$ cat src/hw/pia_defines.svh
// constants of the pmic interrupt aggregator: addresses, fields, resets, timing
//
// Overview of operation
// - any unmasked pending factor pulls interrupt low
// - masked factors never pull interrupt low
// - interrupt held high 500 us after clearing
// - summary D0-D3 show groups one-four pending
// - summary D4 shows any self-test failure
// - self-test failure also sets its group bit
// - summary D3 shows output pin mismatch
// - summary D5 shows a reset-causing factor pending
// - summary clears only through clearing its factors
// - mismatch factors for five monitored output pins
// - latched current, short and voltage fault factors
// - latched backup, self-test, battery, temperature factors
// - writing one clears flag, zero leaves it
// - group fully cleared releases interrupt high
// - groups read-only at 04h-07h except writable dummy D7 at 07h, one means request
`ifndef PIA_DEFINES_SVH
`define PIA_DEFINES_SVH

// register addresses
`define PIA_ADDR_SUMMARY   6'h03
`define PIA_ADDR_GROUP1    6'h04
`define PIA_ADDR_GROUP4    6'h07
`define PIA_ADDR_CLEAR1    6'h08
`define PIA_ADDR_CLEAR4    6'h0B
`define PIA_ADDR_MASK1     6'h0C
`define PIA_ADDR_MASK4     6'h0F

// summary field positions
`define PIA_SUM_SELFTEST   4
`define PIA_SUM_RESET      5

// implemented bits per request group
`define PIA_VALID_GROUP1   8'hFF
`define PIA_VALID_GROUP2   8'h3F
`define PIA_VALID_GROUP3   8'hFF
`define PIA_VALID_GROUP4   8'h9F

// self-test bits of the misc group: backup, state machine, oscillator, reference
`define PIA_SELFTEST_MISC  8'h74
// dummy bit of the pin monitor group
`define PIA_DUMMY_BIT      7

// factors that lead to a device reset
`define PIA_RSTC_GROUP1    8'h10
`define PIA_RSTC_GROUP2    8'h30
`define PIA_RSTC_GROUP3    8'h20
`define PIA_RSTC_GROUP4    8'h00

// reset values
`define PIA_RST_PEND       8'h00
`define PIA_RST_MASK       8'h00

// timing
`define PIA_CLK_PERIOD_NS  100
`define PIA_HOLDOFF_US     500

`endif

$ cat src/hw/pia_pkg.sv
// types of the pmic interrupt aggregator
package pia_pkg;

  // register port request
  typedef struct packed
  {
    logic [5:0] addr;
    logic [7:0] wdata;
    logic       wr;
    logic       rd;
  } pia_bus_req_t;

  // complete state of the aggregator
  typedef struct packed
  {
    logic [3:0][7:0] pend;
    logic [3:0][7:0] mask;
    logic [1:0]      sd_grp;
    logic [3:0][4:0] cmd_pipe;
    logic [15:0]     hold_cnt;
    logic            irq_n;
    logic [7:0]      summary;
    logic [7:0]      rdata;
  } pia_state_t;

endpackage : pia_pkg

$ cat src/hw/pia_sync.sv
// three-stage pin synchroniser with agreement filter
`timescale 1ns/1ns

module pia_sync #(
  parameter int WIDTH = 8
) (
  // clock and reset
  input  wire logic             i_clk,
  input  wire logic             i_rst_n,
  // pin side
  input  wire logic [WIDTH-1:0] i_async,
  // filtered level
  output logic      [WIDTH-1:0] o_level
);

  typedef struct packed
  {
    logic [WIDTH-1:0] s1;
    logic [WIDTH-1:0] s2;
    logic [WIDTH-1:0] s3;
    logic [WIDTH-1:0] lvl;
  } pia_sync_state_t;

  pia_sync_state_t s_q;
  pia_sync_state_t s_d;

  // shift chain, level follows once stages two and three agree
  always_comb
  begin
    s_d     = s_q;
    s_d.s1  = i_async;
    s_d.s2  = s_q.s1;
    s_d.s3  = s_q.s2;
    for (int i = 0; i < WIDTH; i++)
    begin
      if (s_q.s2[i] == s_q.s3[i])
      begin
        s_d.lvl[i] = s_q.s3[i];
      end
    end
  end

  // state register
  always_ff @(posedge i_clk or negedge i_rst_n)
  begin
    if (!i_rst_n)
    begin
      s_q <= '0;
    end
    else
    begin
      s_q <= s_d;
    end
  end

  assign o_level = s_q.lvl;

endmodule : pia_sync

$ cat src/hw/pia_top.sv
// interrupt aggregation of the power-management device
`timescale 1ns/1ns
`include "pia_defines.svh"

module pia_top #(
  parameter int HOLDOFF_CYC =
    (`PIA_HOLDOFF_US * 1000 + `PIA_CLK_PERIOD_NS - 1) / `PIA_CLK_PERIOD_NS
) (
  // clock and reset
  input  wire logic                  i_clk,
  input  wire logic                  i_nrst,
  // register port
  input  wire pia_pkg::pia_bus_req_t i_bus,
  output logic [7:0]                 o_rdata,
  // fault detector levels
  input  wire logic [7:0]            i_undervolt_det,
  input  wire logic [5:0]            i_overvolt_det,
  input  wire logic [7:0]            i_misc_det,
  input  wire logic [1:0]            i_selftest_grp,
  // digital output monitoring
  input  wire logic [4:0]            i_pin_cmd,
  input  wire logic [4:0]            i_pin_mon,
  // interrupt and status
  output logic                       o_irq_out_n,
  output logic [7:0]                 o_irq_source_summary
);

  ////////////////////////////////////////////////////////////////////////////
  // reset release

  logic [1:0] rst_sync_q;
  logic       rst_n;

  // two-stage release of the asynchronous reset
  always_ff @(posedge i_clk or negedge i_nrst)
  begin
    if (!i_nrst)
    begin
      rst_sync_q <= 2'h0;
    end
    else
    begin
      rst_sync_q <= {rst_sync_q[0], 1'b1};
    end
  end

  assign rst_n = rst_sync_q[1];

  ////////////////////////////////////////////////////////////////////////////
  // input synchronisers

  logic [7:0] uv_lvl;
  logic [5:0] ov_lvl;
  logic [7:0] misc_lvl;
  logic [1:0] sd_lvl;
  logic [4:0] pin_lvl;

  pia_sync #(.WIDTH(8)) u_sync_uv (
    .i_clk   (i_clk),
    .i_rst_n (rst_n),
    .i_async (i_undervolt_det),
    .o_level (uv_lvl)
  );

  pia_sync #(.WIDTH(6)) u_sync_ov (
    .i_clk   (i_clk),
    .i_rst_n (rst_n),
    .i_async (i_overvolt_det),
    .o_level (ov_lvl)
  );

  pia_sync #(.WIDTH(8)) u_sync_misc (
    .i_clk   (i_clk),
    .i_rst_n (rst_n),
    .i_async (i_misc_det),
    .o_level (misc_lvl)
  );

  pia_sync #(.WIDTH(2)) u_sync_sd (
    .i_clk   (i_clk),
    .i_rst_n (rst_n),
    .i_async (i_selftest_grp),
    .o_level (sd_lvl)
  );

  pia_sync #(.WIDTH(5)) u_sync_pin (
    .i_clk   (i_clk),
    .i_rst_n (rst_n),
    .i_async (i_pin_mon),
    .o_level (pin_lvl)
  );

  ////////////////////////////////////////////////////////////////////////////
  // constant tables

  localparam logic [3:0][7:0] VALID =
    {`PIA_VALID_GROUP4, `PIA_VALID_GROUP3, `PIA_VALID_GROUP2, `PIA_VALID_GROUP1};
  localparam logic [3:0][7:0] RSTC =
    {`PIA_RSTC_GROUP4, `PIA_RSTC_GROUP3, `PIA_RSTC_GROUP2, `PIA_RSTC_GROUP1};
  localparam logic [15:0] HOLD_LOAD = 16'(HOLDOFF_CYC);

  ////////////////////////////////////////////////////////////////////////////
  // next state

  pia_pkg::pia_state_t s_q;
  pia_pkg::pia_state_t s_d;
  logic [3:0][7:0]     set_v;
  logic [3:0][7:0]     clr_v;
  logic [4:0]          mismatch;
  logic                clr_any;
  logic                active;

  // factor sets, clear strobes and interrupt decision
  always_comb
  begin
    s_d      = s_q;
    // commanded pin values delayed to meet the synchronised pin level
    s_d.cmd_pipe = {s_q.cmd_pipe[2:0], i_pin_cmd};
    mismatch = (s_q.cmd_pipe[3] == s_q.cmd_pipe[2]) ?
               (pin_lvl ^ s_q.cmd_pipe[3]) : 5'h00;
    set_v[0] = uv_lvl;
    set_v[1] = {2'h0, ov_lvl};
    set_v[2] = misc_lvl;
    set_v[3] = {3'h0, mismatch};
    clr_any  = 1'b0;
    active   = |s_q.sd_grp;
    for (int g = 0; g < 4; g++)
    begin
      clr_v[g] = 8'h00;
      if (i_bus.wr && (i_bus.addr == `PIA_ADDR_CLEAR1 + 6'(g)))
      begin
        clr_v[g] = i_bus.wdata;
      end
      clr_any  = clr_any | (|clr_v[g]);
      active   = active | (|(s_q.pend[g] & ~s_q.mask[g]));
      // hardware set wins over a clear in the same cycle
      s_d.pend[g] = ((s_q.pend[g] & ~clr_v[g]) | set_v[g]) & VALID[g];
      if (i_bus.wr && (i_bus.addr == `PIA_ADDR_MASK1 + 6'(g)))
      begin
        s_d.mask[g] = i_bus.wdata & VALID[g];
      end
    end
    // dummy bit of the pin monitor group is writable
    if (i_bus.wr && (i_bus.addr == `PIA_ADDR_GROUP4))
    begin
      s_d.pend[3][`PIA_DUMMY_BIT] = i_bus.wdata[`PIA_DUMMY_BIT];
    end
    // group self-test failures clear with any clear of their group
    for (int g = 0; g < 2; g++)
    begin
      s_d.sd_grp[g] = (s_q.sd_grp[g] & ~(|clr_v[g])) | sd_lvl[g];
    end
    // hold-off timer restarts on every clear
    if (clr_any)
    begin
      s_d.hold_cnt = HOLD_LOAD;
    end
    else if (s_q.hold_cnt != 16'h0000)
    begin
      s_d.hold_cnt = s_q.hold_cnt - 16'h0001;
    end
    s_d.irq_n = ~(active && (s_q.hold_cnt == 16'h0000) && !clr_any);
    // summary, built only from pending state
    s_d.summary = 8'h00;
    s_d.summary[0] = (|s_q.pend[0]) | s_q.sd_grp[0];
    s_d.summary[1] = (|s_q.pend[1]) | s_q.sd_grp[1];
    s_d.summary[2] = |s_q.pend[2];
    s_d.summary[3] = |s_q.pend[3];
    s_d.summary[`PIA_SUM_SELFTEST] = (|s_q.sd_grp) |
                                     (|(s_q.pend[2] & `PIA_SELFTEST_MISC));
    for (int g = 0; g < 4; g++)
    begin
      s_d.summary[`PIA_SUM_RESET] = s_d.summary[`PIA_SUM_RESET] |
                                    (|(s_q.pend[g] & RSTC[g]));
    end
    // read data stands for one cycle only
    s_d.rdata = 8'h00;
    if (i_bus.rd)
    begin
      if (i_bus.addr == `PIA_ADDR_SUMMARY)
      begin
        s_d.rdata = s_q.summary;
      end
      else if ((i_bus.addr >= `PIA_ADDR_GROUP1) && (i_bus.addr <= `PIA_ADDR_GROUP4))
      begin
        s_d.rdata = s_q.pend[2'(i_bus.addr - `PIA_ADDR_GROUP1)];
      end
      else if ((i_bus.addr >= `PIA_ADDR_MASK1) && (i_bus.addr <= `PIA_ADDR_MASK4))
      begin
        s_d.rdata = s_q.mask[2'(i_bus.addr - `PIA_ADDR_MASK1)];
      end
    end
  end

  // state register
  always_ff @(posedge i_clk or negedge rst_n)
  begin
    if (!rst_n)
    begin
      s_q          <= '0;
      s_q.pend     <= {4{`PIA_RST_PEND}};
      s_q.mask     <= {4{`PIA_RST_MASK}};
      s_q.irq_n    <= 1'b1;
    end
    else
    begin
      s_q <= s_d;
    end
  end

  // outputs from flip-flops
  assign o_irq_out_n          = s_q.irq_n;
  assign o_irq_source_summary = s_q.summary;
  assign o_rdata              = s_q.rdata;

  logic wr_clr1;
  assign wr_clr1 = i_bus.wr && (i_bus.addr == `PIA_ADDR_CLEAR1);
endmodule : pia_top

$ cat config.mk
export PLATFORM = sky130hd
export DESIGN_NAME = pia_top
export DESIGN_NICKNAME = d
export VERILOG_FILES = /design/src/hw/pia_pkg.sv /design/src/hw/pia_sync.sv /design/src/hw/pia_top.sv
export VERILOG_INCLUDE_DIRS = /design/src /design/src/hw
export SDC_FILE = /design/constraint.sdc
export NUM_CORES = 1
export LEC_CHECK = 0
export ABC_AREA = 1
export BUFFER_PORTS_ARGS = -buffer_cell sky130_fd_sc_hd__buf_2
export CAP_MARGIN = 20
export CORE_ASPECT_RATIO = 1.4
export CORE_MARGIN = 2
export CORE_UTILIZATION = 53
export CTS_BUF_LIST = sky130_fd_sc_hd__clkbuf_16
export DETAILED_ROUTE_END_ITERATION = 8
export HOLD_SLACK_MARGIN = 0.12
export PLACE_DENSITY = 0.83
export SLEW_MARGIN = 0
export SYNTH_ARGS = -nofsm -noshare
export SYNTH_HDL_FRONTEND = slang
export SYNTH_SLANG_ARGS = --single-unit
$ cat constraint.sdc
create_clock -name i_clk -period 6.15 [get_ports i_clk]
set_input_delay 1.23 -clock i_clk [delete_from_list [all_inputs] [get_ports i_clk]]
set_output_delay 1.23 -clock i_clk [all_outputs]
set_load 0.02 [all_outputs]
==> metrics <==
PortBufs 66; WL met3 1.22 mm; post-route cell area 0.00966 mm2; Post-CTS Resized 0; antenna cells 0; Final HPWL DP 13.5 mm; DRT Wirelength 18.9 mm; M1 wire length 7.39 mm; Setup CP Type in -> reg; Vias 5811; Synth Cell Area 0.00860 mm2; CTS tree built; crit path from i_bus[14]; CP endpoint kind flip-flop; f_max 0.367 GHz; dpl ws 2960 ps; CTS buffer count 21; crit path max fanout 16; Final Cycle Share 44.3%; fin util 60.3%; placed insts 1075; power per cell area 331 mW/mm2; area taken by multi-input logic gates 0.00237 mm2; RSZ-0062 raised after global routing no; met2 WL post-DR 9.29 mm; #FFs+latches synth 227; syn avg cell area 10.3 um2; final non-filler cell total 1110; share of cells above drive strength 1 12.2%; DRC errors left 0; Total Nets Final 953; VDD IR max 254 uV; Layout area overhead 12.4%; CTS Hold Bufs 0; Layout fillers 1322; largest net degree at the start of global routing 207; area leader, netlist dfrtp_1; CTS root buf clkbuf_16; WL per Instance 17.0 um; post-synth top area share 65.8%; Die Footprint 0.0173 mm2; Worst Path Arrival 3070 ps; Yosys warning count 0; Total GRT Usage 22.5%; Mapped Cells 835; post-layout min period 2730 ps; Max Cap Viol 0; clock buffer depth 3; clk slew on worst S/H paths 60 ps; Hold Fails Final Rpt 0; final worst slack 3420 ps; Worst-Skew Late Latency 490 ps; Reg area 0.00569 mm2; uppermost layer routed met4; Max Clock Skew 16.6 ps; row count 55; status finished clean; top post-synthesis cells by area dfrtp_1, nand2_1, nor2_1; Starting Density 53.6%; final setup fails 0; Ports 69; CP Launch Type primary input; initial antenna violation count 0; Die X 112 um; Final ANT Viol Nets 0; Final Hold Slack 193 ps; vias in the first global route 5709; # H-tree levels 1; setup tns final 0 ps; Remaining Overflow, GRT 0; area of placed instances 0.00904 mm2; Leakage 4.73 nW; postcts setup bufs 0; DR vias/cell 5.24; routability congestion estimate 0.966; clk sink count 227; core region area 0.0160 mm2; first-pass GRT wire length 30.4 mm; Pwr Total 3.20 mW; Netlist cell types 28; Worst EP required 6500 ps; Tightest Pin Transition 1040 ps; Slew Limit Headroom 30.9%; Iter 0 DRT Violations 482; fin. max-slew vios 0; sequential-to-total area share from yosys stat 66.1%; launching point of the worst reg2reg path s_q[24]; First-pass DRT Iterations 5; Die Y 155 um; worst hold path class reg -> async
==> placed cells by master (no fill, tap or decap), types with 21 or more instances in the layout <==
cell type	synthesis	final
buf_2	8	66
inv_1	92	92
nand2_1	176	176
dfrtp_1	226	225
o21ai_0	63	63
maj3_1	29	29
nor2_1	95	95
nand4_1	21	21
nand3_1	29	29
clkbuf_16	0	21
==> power breakdown <==
group | switching [mW] | internal, mW | total, mW
Sequential | 0.0801 | 1.61 | 1.69
Clock | 0.521 | 0.662 | 1.18
Combinational | 0.207 | 0.114 | 0.321
==> routing by layer <==
layer  up-vias  global-route usage, %
met2       234                   37.5
met3        62                   3.61
met5         -                      0
met4         0                   11.3
li1       2766                      -
met1      2749                   28.7
==> sequential cells by signal (all words and copies together) (netlist names), 8 cells and up <==
name                 flops
s_q                     79
u_sync_uv.s_d           16
u_sync_misc.o_level      8
u_sync_uv.o_level        8
u_sync_misc.s_d         16
u_sync_misc.s_q          8
u_sync_ov.s_d           12
s_d                     15
u_sync_pin.s_d          10
o_rdata                  8
u_sync_uv.s_q            8
==> logic make-up (layout without fill, tap and decap cells) <==
| kind of cell | after synthesis | after routing | share of synthesized area [%] |
|---|---|---|---|
| buf+inv | 128 | 203 | 6.40 |
| other cells | 2 | 3 | 0.0873 |
| fa+ha+maj | 31 | 31 | 3.67 |
| xor+xnor | 11 | 11 | 1.12 |
| flops | 227 | 227 | 66.1 |
| simple gates | 337 | 337 | 16.2 |
| compound gates | 99 | 99 | 6.49 |
==> cells in the mapped netlist (all sizes together) <==
library cell,instances
a21o,4
a21oi,11
buf,24
clkbuf,5
clkinv,1
conb,2
dfrtp,226
dfstp,1
ha,2
inv,98
maj3,29
nand2,176
nand3,29
nand4,21
nor2,98
nor3,7
nor3b,1
nor4,5
o21ai,63
o21bai,19
o221ai,1
o22ai,1
xnor2,6
xor2,5
==> final timing paths <==
kind	depth (start not counted)	slack, ps	to
max	7	3420	s_q[55]
min	0	190	u_sync_uv.s_d[16]
max reg2reg	8	3970	s_q[20]
min reg2reg	0	190	u_sync_uv.s_d[16]
max in group asynchronous	1	4670	o_rdata[7]
min in group i_clk	0	350	u_sync_misc.s_d[13]
==> critical path: stages <==
cell and delay (ps):
buf_2 100, inv_1 40, nand2_1 90, nor3_2 610
nand3_1 650, nand2_1 220, o21ai_0 110
==> final cells by class <==
type / count / area share (%)
Tap cell: 199 / 2.58
Timing Repair Buffer: 69 / 3.78
Inverter: 99 / 3.85
Clock buffer: 21 / 5.44
Sequential cell: 227 / 58.8
Multi-Input combinational cell: 481 / 24.5
Clock inverter: 14 / 0.984
Power figures use the tool's default switching activity.
